<file path="src/hbwu_pkg.sv">
package hbwu_pkg;

    // register indices; byte address on the bus is four times the index
    localparam logic [7:0] IDX_IRQ_TYPE = 8'h15;
    localparam logic [7:0] IDX_IRQ_DATA = 8'h16;
    localparam logic [7:0] IDX_IB_ADDR = 8'h30;
    localparam logic [7:0] IDX_IB_CTL = 8'h40;
    localparam logic [7:0] IDX_DW_FIRST = 8'h50;
    localparam logic [7:0] IDX_DW_SECOND = 8'h60;
    localparam logic [7:0] IDX_DW_CTL = 8'h70;
    localparam logic [7:0] IDX_RW_MASK = 8'h80;
    localparam logic [7:0] IDX_RW_VALUE = 8'h90;
    localparam logic [7:0] IDX_RW_CTL = 8'h9C;

    // control register field positions
    localparam int CTL_EN_BIT = 0;
    localparam int CTL_COND_BIT = 1;
    localparam int CTL_LOAD_BIT = 2;
    localparam int CTL_MASK_LSB = 16;
    localparam int CTL_MASK_MSB = 23;

    // cause record field positions
    localparam int TYPE_CAUSE_LSB = 0;
    localparam int TYPE_CAUSE_MSB = 2;
    localparam int TYPE_THREAD_LSB = 8;
    localparam int TYPE_THREAD_MSB = 15;
    localparam int TYPE_NUM_LSB = 16;
    localparam int TYPE_NUM_MSB = 17;

    // cause codes
    localparam logic [2:0] CAUSE_INSTR = 3'h3;
    localparam logic [2:0] CAUSE_DATA = 3'h4;
    localparam logic [2:0] CAUSE_RES = 3'h5;

    // values after reset
    localparam logic [31:0] RST_WORD = 32'h0000_0000;
    localparam logic [2:0] RST_CAUSE = 3'h0;

    localparam int NUM_POINTS = 4;
    localparam int NUM_THREADS = 8;

    typedef enum logic [0:0] {
        HBWU_IDLE = 1'b0,
        HBWU_ACK = 1'b1
    } hbwu_bus_state_t;

    // stored part of a control register
    typedef struct packed {
        logic [7:0] threadMask;
        logic onLoads;
        logic cond;
        logic enable;
    } hbwu_ctl_t;

    // one instruction issue, memory access or resource operation
    typedef struct packed {
        logic valid;
        logic [2:0] thread;
        logic isLoad;
        logic [31:0] value;
    } hbwu_op_t;

endpackage

</file>
<file path="src/hbwu_top.sv">
// Functional notes
// - each control register keeps an 8-bit thread mask in bits 23:16, reset zero, gating its point.
// - control bit 0 enables its point, resets to zero, and a disabled point never interrupts.
// - instruction control bit 1 clear breaks on pc equal to the address, set on pc different.
// - each data watchpoint has a first and a second 32-bit address register in two banks.
// - four data watchpoint control registers govern each watchpoint independently.
// - data control bit 2 lets the watchpoint trigger on loads and resets to zero.
// - data control bit 1 clear needs both conditions, set needs either one.
// - each resource watchpoint has a 32-bit mask register.
// - each resource watchpoint has a 32-bit comparison value register.
// - four resource control registers each hold enable, thread mask and condition select.
// - resource control bit 1 clear fires when the masked value equals the comparison value, set when it differs.
// - a trigger raises the debug interrupt and records cause code 3, 4 or 5 and the thread.
// - a data trigger captures the access address, a resource trigger the resource identifier.
// - four instruction breakpoints compare a thread pc against their own address register.
module hbwu_top (
    input wire logic ref_clk,
    input wire logic rst,
    input wire logic [31:0] wb_adr_i,
    input wire logic [31:0] wb_dat_i,
    input wire logic [3:0] wb_sel_i,
    input wire logic wb_we_i,
    input wire logic wb_cyc_i,
    input wire logic wb_stb_i,
    output logic [31:0] wb_dat_o,
    output logic wb_ack_o,
    input wire logic debugMode,
    input wire hbwu_pkg::hbwu_op_t issueOp,
    input wire hbwu_pkg::hbwu_op_t memOp,
    input wire hbwu_pkg::hbwu_op_t resOp,
    output logic debugIrq
);

    typedef struct packed {
        hbwu_pkg::hbwu_bus_state_t busState;
        logic [31:0] rdata;
        logic irq;
        logic [3:0][31:0] instructionBreakpointAddress;
        hbwu_pkg::hbwu_ctl_t [3:0] ibCtl;
        logic [3:0][31:0] dwFirst;
        logic [3:0][31:0] dwSecond;
        hbwu_pkg::hbwu_ctl_t [3:0] dwCtl;
        logic [3:0][31:0] rwMask;
        logic [3:0][31:0] rwValue;
        hbwu_pkg::hbwu_ctl_t [3:0] rwCtl;
        logic [2:0] causeCode;
        logic [7:0] causeThread;
        logic [1:0] causeNum;
        logic [31:0] causeData;
    } hbwu_state_t;

    hbwu_state_t state_r;
    hbwu_state_t state_nxt;

    // control register as software sees it; reserved bits read zero
    function automatic logic [31:0] ctlToWord(input hbwu_pkg::hbwu_ctl_t c);
        logic [31:0] w;
        w = hbwu_pkg::RST_WORD;
        w[hbwu_pkg::CTL_MASK_MSB:hbwu_pkg::CTL_MASK_LSB] = c.threadMask;
        w[hbwu_pkg::CTL_LOAD_BIT] = c.onLoads;
        w[hbwu_pkg::CTL_COND_BIT] = c.cond;
        w[hbwu_pkg::CTL_EN_BIT] = c.enable;
        return w;
    endfunction

    function automatic hbwu_pkg::hbwu_ctl_t wordToCtl(input logic [31:0] w, input logic hasLoad);
        hbwu_pkg::hbwu_ctl_t c;
        c.threadMask = w[hbwu_pkg::CTL_MASK_MSB:hbwu_pkg::CTL_MASK_LSB];
        c.onLoads = w[hbwu_pkg::CTL_LOAD_BIT] & hasLoad;
        c.cond = w[hbwu_pkg::CTL_COND_BIT];
        c.enable = w[hbwu_pkg::CTL_EN_BIT];
        return c;
    endfunction

    // byte-lane merge of a write into a stored word
    function automatic logic [31:0] laneMerge(input logic [31:0] old, input logic [31:0] wd,
                                             input logic [3:0] sel);
        logic [31:0] m;
        m = old;
        for (int b = 0; b < 4; b++) begin
            if (sel[b]) begin
                m[8*b +: 8] = wd[8*b +: 8];
            end
        end
        return m;
    endfunction

    // bank match on the upper index bits, four words per bank
    function automatic logic inBank(input logic [7:0] idx, input logic [7:0] base);
        return idx[7:2] == base[7:2];
    endfunction

    // register groups behind the bus decode
    typedef enum logic [3:0] {
        HBWU_G_NONE = 4'h0,
        HBWU_G_TYPE = 4'h1,
        HBWU_G_DATA = 4'h2,
        HBWU_G_IB_ADDR = 4'h3,
        HBWU_G_IB_CTL = 4'h4,
        HBWU_G_DW_FIRST = 4'h5,
        HBWU_G_DW_SECOND = 4'h6,
        HBWU_G_DW_CTL = 4'h7,
        HBWU_G_RW_MASK = 4'h8,
        HBWU_G_RW_VALUE = 4'h9,
        HBWU_G_RW_CTL = 4'hA
    } hbwu_group_t;

    // one decode for the read mux and the write path, so the two cannot drift apart
    function automatic hbwu_group_t regGroup(input logic [7:0] idx);
        hbwu_group_t g;
        g = HBWU_G_NONE;
        if (idx == hbwu_pkg::IDX_IRQ_TYPE) begin
            g = HBWU_G_TYPE;
        end else if (idx == hbwu_pkg::IDX_IRQ_DATA) begin
            g = HBWU_G_DATA;
        end else if (inBank(idx, hbwu_pkg::IDX_IB_ADDR)) begin
            g = HBWU_G_IB_ADDR;
        end else if (inBank(idx, hbwu_pkg::IDX_IB_CTL)) begin
            g = HBWU_G_IB_CTL;
        end else if (inBank(idx, hbwu_pkg::IDX_DW_FIRST)) begin
            g = HBWU_G_DW_FIRST;
        end else if (inBank(idx, hbwu_pkg::IDX_DW_SECOND)) begin
            g = HBWU_G_DW_SECOND;
        end else if (inBank(idx, hbwu_pkg::IDX_DW_CTL)) begin
            g = HBWU_G_DW_CTL;
        end else if (inBank(idx, hbwu_pkg::IDX_RW_MASK)) begin
            g = HBWU_G_RW_MASK;
        end else if (inBank(idx, hbwu_pkg::IDX_RW_VALUE)) begin
            g = HBWU_G_RW_VALUE;
        end else if (inBank(idx, hbwu_pkg::IDX_RW_CTL)) begin
            g = HBWU_G_RW_CTL;
        end
        return g;
    endfunction

    logic [7:0] regIdx;
    logic [1:0] sub;
    assign regIdx = wb_adr_i[9:2];
    assign sub = regIdx[1:0];
    hbwu_group_t regGrp;
    assign regGrp = regGroup(regIdx);

    logic [3:0] ibHit;
    logic [3:0] dwHit;
    logic [3:0] rwHit;

    // per-point comparators, all evaluated in the cycle the operation is offered
    for (genvar i = 0; i < hbwu_pkg::NUM_POINTS; i++) begin : g_cmp
        logic pcEq;
        logic condA;
        logic condB;
        logic dwKind;
        logic resEq;
        assign pcEq = issueOp.value == state_r.instructionBreakpointAddress[i];
        assign condA = memOp.value >= state_r.dwFirst[i];
        assign condB = memOp.value <= state_r.dwSecond[i];
        assign dwKind = ~memOp.isLoad | state_r.dwCtl[i].onLoads;
        assign resEq = (resOp.value & state_r.rwMask[i]) == state_r.rwValue[i];
        assign ibHit[i] = issueOp.valid & state_r.ibCtl[i].enable
                          & state_r.ibCtl[i].threadMask[issueOp.thread]
                          & (state_r.ibCtl[i].cond ? ~pcEq : pcEq);
        assign dwHit[i] = memOp.valid & state_r.dwCtl[i].enable & dwKind
                          & state_r.dwCtl[i].threadMask[memOp.thread]
                          & (state_r.dwCtl[i].cond ? (condA | condB) : (condA & condB));
        assign rwHit[i] = resOp.valid & state_r.rwCtl[i].enable
                          & state_r.rwCtl[i].threadMask[resOp.thread]
                          & (state_r.rwCtl[i].cond ? ~resEq : resEq);
    end

    // lowest set bit of a hit vector
    function automatic logic [1:0] lowestHit(input logic [3:0] h);
        logic [1:0] n;
        n = 2'h0;
        for (int k = 3; k >= 0; k--) begin
            if (h[k]) begin
                n = 2'(k);
            end
        end
        return n;
    endfunction

    // next state: bus slave, register writes, trigger capture
    always_comb begin
        logic take;
        logic wr;
        logic [31:0] rd;
        logic [31:0] mw; // merged write word
        take = 1'b0;
        mw = hbwu_pkg::RST_WORD;
        wr = 1'b0;
        rd = hbwu_pkg::RST_WORD;
        state_nxt = state_r;
        state_nxt.irq = 1'b0;

        // read mux; unmapped indices read zero
        if (regGrp == HBWU_G_TYPE) begin
            rd[hbwu_pkg::TYPE_CAUSE_MSB:hbwu_pkg::TYPE_CAUSE_LSB] = state_r.causeCode;
            rd[hbwu_pkg::TYPE_THREAD_MSB:hbwu_pkg::TYPE_THREAD_LSB] = state_r.causeThread;
            rd[hbwu_pkg::TYPE_NUM_MSB:hbwu_pkg::TYPE_NUM_LSB] = state_r.causeNum;
        end else if (regGrp == HBWU_G_DATA) begin
            rd = state_r.causeData;
        end else if (regGrp == HBWU_G_IB_ADDR) begin
            rd = state_r.instructionBreakpointAddress[sub];
        end else if (regGrp == HBWU_G_IB_CTL) begin
            rd = ctlToWord(state_r.ibCtl[sub]);
        end else if (regGrp == HBWU_G_DW_FIRST) begin
            rd = state_r.dwFirst[sub];
        end else if (regGrp == HBWU_G_DW_SECOND) begin
            rd = state_r.dwSecond[sub];
        end else if (regGrp == HBWU_G_DW_CTL) begin
            rd = ctlToWord(state_r.dwCtl[sub]);
        end else if (regGrp == HBWU_G_RW_MASK) begin
            rd = state_r.rwMask[sub];
        end else if (regGrp == HBWU_G_RW_VALUE) begin
            rd = state_r.rwValue[sub];
        end else if (regGrp == HBWU_G_RW_CTL) begin
            rd = ctlToWord(state_r.rwCtl[sub]);
        end

        // single-cycle answer, ack dropped the cycle after it was given
        case (state_r.busState)
            hbwu_pkg::HBWU_IDLE: begin
                if (wb_cyc_i && wb_stb_i) begin
                    take = 1'b1;
                    state_nxt.busState = hbwu_pkg::HBWU_ACK;
                    state_nxt.rdata = wb_we_i ? hbwu_pkg::RST_WORD : rd;
                end
            end
            hbwu_pkg::HBWU_ACK: begin
                state_nxt.busState = hbwu_pkg::HBWU_IDLE;
            end
            default: begin
                state_nxt.busState = hbwu_pkg::HBWU_IDLE;
            end
        endcase

        // writes land only in debug mode; outside it they are acked and dropped
        wr = take & wb_we_i & debugMode;
        mw = laneMerge(rd, wb_dat_i, wb_sel_i);
        if (wr) begin
            if (regGrp == HBWU_G_TYPE) begin
                state_nxt.causeCode = mw[hbwu_pkg::TYPE_CAUSE_MSB:hbwu_pkg::TYPE_CAUSE_LSB];
                state_nxt.causeThread = mw[hbwu_pkg::TYPE_THREAD_MSB:hbwu_pkg::TYPE_THREAD_LSB];
                state_nxt.causeNum = mw[hbwu_pkg::TYPE_NUM_MSB:hbwu_pkg::TYPE_NUM_LSB];
            end else if (regGrp == HBWU_G_DATA) begin
                state_nxt.causeData = mw;
            end else if (regGrp == HBWU_G_IB_ADDR) begin
                state_nxt.instructionBreakpointAddress[sub] = mw;
            end else if (regGrp == HBWU_G_IB_CTL) begin
                state_nxt.ibCtl[sub] = wordToCtl(mw, 1'b0);
            end else if (regGrp == HBWU_G_DW_FIRST) begin
                state_nxt.dwFirst[sub] = mw;
            end else if (regGrp == HBWU_G_DW_SECOND) begin
                state_nxt.dwSecond[sub] = mw;
            end else if (regGrp == HBWU_G_DW_CTL) begin
                state_nxt.dwCtl[sub] = wordToCtl(mw, 1'b1);
            end else if (regGrp == HBWU_G_RW_MASK) begin
                state_nxt.rwMask[sub] = mw;
            end else if (regGrp == HBWU_G_RW_VALUE) begin
                state_nxt.rwValue[sub] = mw;
            end else if (regGrp == HBWU_G_RW_CTL) begin
                state_nxt.rwCtl[sub] = wordToCtl(mw, 1'b0);
            end
        end

        // capture after the bus write so a hit wins over a same-cycle write;
        // no triggers while the debugger already holds the tile
        if (!debugMode) begin
            if (|ibHit) begin
                state_nxt.irq = 1'b1;
                state_nxt.causeCode = hbwu_pkg::CAUSE_INSTR;
                state_nxt.causeThread = {5'h00, issueOp.thread};
                state_nxt.causeNum = lowestHit(ibHit);
            end else if (|dwHit) begin
                state_nxt.irq = 1'b1;
                state_nxt.causeCode = hbwu_pkg::CAUSE_DATA;
                state_nxt.causeThread = {5'h00, memOp.thread};
                state_nxt.causeNum = lowestHit(dwHit);
                state_nxt.causeData = memOp.value;
            end else if (|rwHit) begin
                state_nxt.irq = 1'b1;
                state_nxt.causeCode = hbwu_pkg::CAUSE_RES;
                state_nxt.causeThread = {5'h00, resOp.thread};
                state_nxt.causeNum = lowestHit(rwHit);
                state_nxt.causeData = resOp.value;
            end
        end
    end

    // whole state in one register; every field has a defined reset value
    always_ff @(posedge ref_clk or posedge rst) begin
        if (rst) begin
            state_r <= '0;
            state_r.busState <= hbwu_pkg::HBWU_IDLE;
            state_r.causeCode <= hbwu_pkg::RST_CAUSE;
        end else begin
            state_r <= state_nxt;
        end
    end

    // outputs straight from the state register
    assign wb_ack_o = state_r.busState == hbwu_pkg::HBWU_ACK;
    assign wb_dat_o = state_r.rdata;
    assign debugIrq = state_r.irq;

endmodule

</file>
<file path="config.mk">
export PLATFORM = sky130hd
export DESIGN_NAME = hbwu_top
export DESIGN_NICKNAME = d
export VERILOG_FILES = /design/src/hbwu_pkg.sv /design/src/hbwu_top.sv
export SDC_FILE = /design/constraint.sdc
export NUM_CORES = 2
export LEC_CHECK = 0
export BUFFER_PORTS_ARGS = -buffer_cell sky130_fd_sc_hd__buf_4
export CELL_PAD_IN_SITES_DETAIL_PLACEMENT = 1
export CELL_PAD_IN_SITES_GLOBAL_PLACEMENT = 1
export CORE_UTILIZATION = 30
export DETAILED_ROUTE_END_ITERATION = 7
export PLACE_DENSITY_LB_ADDON = 0.1
export SETUP_SLACK_MARGIN = 0.5
export SYNTH_ARGS = -nofsm -noshare
export SYNTH_HDL_FRONTEND = slang
export SYNTH_SLANG_ARGS = --single-unit
</file>
<file path="constraint.sdc">
create_clock -name ref_clk -period 57.1 [get_ports ref_clk]
set_input_delay 11.42 -clock ref_clk [delete_from_list [all_inputs] [get_ports ref_clk]]
set_output_delay 11.42 -clock ref_clk [all_outputs]
set_load 0.01 [all_outputs]
</file>
==> results.sh <==
export IMPL_status="finished clean"
export IMPL_wl_per_cell_microns=32.29
export IMPL_finalSetupTns_ns=0
export IMPL_routed_wl_microns=242600
export IMPL_timing_rr_start="state_r[181]$_DFFE_PP0P_"
export IMPL_syn_avg_cell_area_sq_um=9.670
export IMPL_ir_drop_uv=23.19
export IMPL_die_area_sq_mm=0.1697
export IMPL_hp_start="wb_dat_o[13]$_DFFE_PP0P_"
export IMPL_ys_types=96
export IMPL_clock_latency_ns=0.77
export IMPL_synth_cells=5214
export IMPL_wl_met3_microns=11950
export IMPL_dominantRegCellSynth="dfrtp_1"
export IMPL_holdWs_ns=0.4780
export IMPL_syn_cell_area_sq_mm=0.05042
export IMPL_synth_top_area_frac=0.4184
export IMPL_r2r_setup_slack_ns=52.13
export IMPL_synth_edf_count=0
export IMPL_async_flop_share=1.000
export IMPL_finalClockSkew_ns=0.04966
export IMPL_die_h_microns=411.9
export IMPL_gr_total_overflow=0
export IMPL_min_to="wb_dat_o[13]$_DFFE_PP0P_"
export IMPL_grt_antenna_before_repair=19
export IMPL_dr_max_layer_used="met5"
export IMPL_max_freq_mhz=60.32
export IMPL_r2r_end="state_r[30]$_DFF_PP0_"
export IMPL_ys_seq_area_frac=0.4184
export IMPL_cts_buffer_depth=3
export IMPL_gp_congestion=0.9017
export IMPL_worst_pin_slew_ns=1.240
export IMPL_yosysTopAreaCell="dfrtp_1"
export IMPL_hold_buffers=0
export IMPL_area_growth_pct=14.17
export IMPL_min_path_cells=2
export IMPL_fill_cells=18860
export IMPL_worstSetupPathType="input port to register"
export IMPL_crit_arrival_ns=17.21
export IMPL_drive_above_1_share=0.1593
export IMPL_leakagePower_nw=25.22
export IMPL_rsz0062_at_grt="no"
export IMPL_drt_drc_violations_left=0
export IMPL_max_slew_margin=0.1665
export IMPL_cp_max_fo=34
export IMPL_cp_required_ns=57.73
export IMPL_grt_pass1_wl_microns=342000
export IMPL_dp_hpwl_microns=178400
export IMPL_vias=42550
export IMPL_cts_made_buffers=106
export IMPL_cts_resized=0
export IMPL_post_cts_buffers=0
export IMPL_hold_violations=0
export IMPL_cp_end_kind="register"
export IMPL_min_path_type="register to register"
export IMPL_synthTopCellsByArea="dfrtp_1, mux4_2, o21ai_0, nand2_1, ha_1"
export IMPL_grt_max_degree=151
export IMPL_drv_cap=0
export IMPL_setup_viol=0
export IMPL_nets=5655
export IMPL_ys_warnings_count=0
export IMPL_io_pins=219
export IMPL_clkSinkCount=843
export IMPL_wl_met1_microns=109800
export IMPL_grt_use_total=0.2851
export IMPL_ant_nets=0
export IMPL_synth_seq_cells=843
export IMPL_first_global_vias=43060
export IMPL_viasPerCell=5.663
export IMPL_reg2regPathDepth=10
export IMPL_htree_levels=3
export IMPL_fp_coreArea_sq_mm=0.1670
export IMPL_syn_num_nets=5655
export IMPL_clk_pin_slew_ns=0.06
export IMPL_drt_iter0_drc=3488
export IMPL_power_mw=1.444
export IMPL_drt_pass1_iterations=8
export IMPL_cts_root_buffer="clkbuf_16"
export IMPL_final_min_clock_period_ns=16.58
export IMPL_timing_final_crit_share=0.2904
export IMPL_power_density_mw_per_mm2=25.08
export IMPL_port_buffers=192
export IMPL_rows=150
export IMPL_start_util=0.3018
export IMPL_cts_tree="done"
export IMPL_dr_wl_met2_microns=112400
export IMPL_slew_violations=0
export IMPL_startpoint_type="input port"
export IMPL_dieWidth_microns=411.9
-- cells by family (layout without fill, tap and decap cells) --
logic type | count (synthesis) | after routing | share of synthesized area
xor gates and xnor gates | 128 | 128 | 0.02224
and+or+nand+nor | 1517 | 1517 | 0.1382
adders and majority gates | 257 | 257 | 0.06373
buffers and inverters | 688 | 772 | 0.05708
AOI/OAI and AO/OA | 1460 | 1460 | 0.1805
muxes | 321 | 321 | 0.1198
other | 0 | 12 | 0
DFF | 843 | 843 | 0.4184
-- worst max path at each step --
stage	cells past startpoint	to	slack (ns)	from
6_report	12	state_r[0]$_DFF_PP0_	40.52	wb_adr_i[2]
5_1_grt	12	state_r[0]$_DFF_PP0_	40.23	wb_adr_i[2]
4_1_cts	12	state_r[0]$_DFF_PP0_	40.49	wb_adr_i[2]
3_5_place_dp	12	state_r[0]$_DFF_PP0_	39.66	wb_adr_i[2]
3_3_place_gp	12	state_r[0]$_DFF_PP0_	39.67	wb_adr_i[2]
2_1_floorplan	1	debugIrq$_DFF_PP0_	22.00	rst
-- flip-flops by register name (all words and copies together) (netlist names) --
register  count
state_r     809
debugIrq      1
wb_ack_o      1
wb_dat_o     32
-- synthesized netlist by cell type (32+ instances only) --
| cell | instances |
|---|---|
| nor2_1 | 114 |
| xor2_1 | 96 |
| a211oi_1 | 69 |
| and3_1 | 81 |
| mux4_2 | 207 |
| dfrtp_1 | 843 |
| a221oi_1 | 32 |
| inv_1 | 285 |
| and3b_1 | 34 |
| ha_1 | 256 |
| nand3_1 | 127 |
| nor4_1 | 36 |
| nand2_1 | 895 |
| a21o_1 | 90 |
| clkbuf_1 | 313 |
| o21ai_0 | 751 |
| a21boi_0 | 37 |
| nand4_1 | 106 |
| mux2_2 | 83 |
| buf_4 | 43 |
| a21oi_1 | 180 |
| o22a_1 | 33 |
| xnor2_1 | 32 |
-- final cells by class --
class / count / area (sq um) / area share
Multi-Input combinational cell: 3683 / 26800 / 0.4656
Timing Repair Buffer: 294 / 2260 / 0.03926
Inverter: 286 / 1081 / 0.01878
Antenna cell: 12 / 30.03 / 0.0005217
Tap cell: 2204 / 2758 / 0.04791
Clock inverter: 35 / 372.9 / 0.006477
Sequential cell: 843 / 21100 / 0.3665
Clock buffer: 157 / 3166 / 0.05499
-- per-layer routing --
metal / track usage / up-vias
li1: - / 18830
met1: 0.3951 / 22320
met2: 0.4576 / 1134
met3: 0.03940 / 264
met4: 0.09106 / 6
met5: 0 / -
-- worst max-delay path, cell delays in order --
cell	delay (ns)
buf_8	0.29
buf_4	0.64
buf_4	0.62
buf_4	0.63
buf_4	0.49
mux4_2	0.70
mux2_2	0.31
a211oi_1	0.35
o31a_2	1.00
o21a_1	0.26
o21ai_0	0.08
a211o_1	0.30
-- stage by stage --
step	utilization	instance area [sq um]	worst slack [ns]	cells
after global routing	0.3445	57540	40.23	7505
after global placement	0.3233	53990	39.67	7310
after detailed placement	0.3233	53990	39.66	7310
after CTS	0.3444	57530	40.49	7502
final	0.3446	57560	40.52	7514
after floorplan	-	50420	22.00	5214
-- cells in the final DEF, fill, tap and decap left out, types with 22 or more instances in the layout --
master / count
mux4_2: 207
xor2_1: 96
ha_1: 256
o21ai_0: 751
a221oi_1: 24
and3_1: 80
a21oi_1: 179
nand3_1: 120
nor4_1: 36
o31ai_1: 23
buf_4: 289
nor3_1: 23
a21boi_0: 37
nor2_1: 111
a211oi_1: 66
and3b_1: 34
nand2_1: 880
inv_1: 284
clkbuf_8: 30
mux2i_1: 22
dfrtp_1: 843
a21o_1: 90
mux2_2: 83
clkinv_2: 23
clkbuf_16: 107
o22a_1: 33
o211ai_1: 26
xnor2_1: 32
nand4_1: 106
o21a_1: 24
or4_1: 22
-- power by group --
part	switching (mW)	leakage, nW	internal, mW
clock	0.294	1.77	0.408
sequential	0.00345	11.6	0.601
combinational	0.0979	11.9	0.0392
total	0.395	25.2	1.05
No activity file was read; power rests on OpenSTA's default activity.
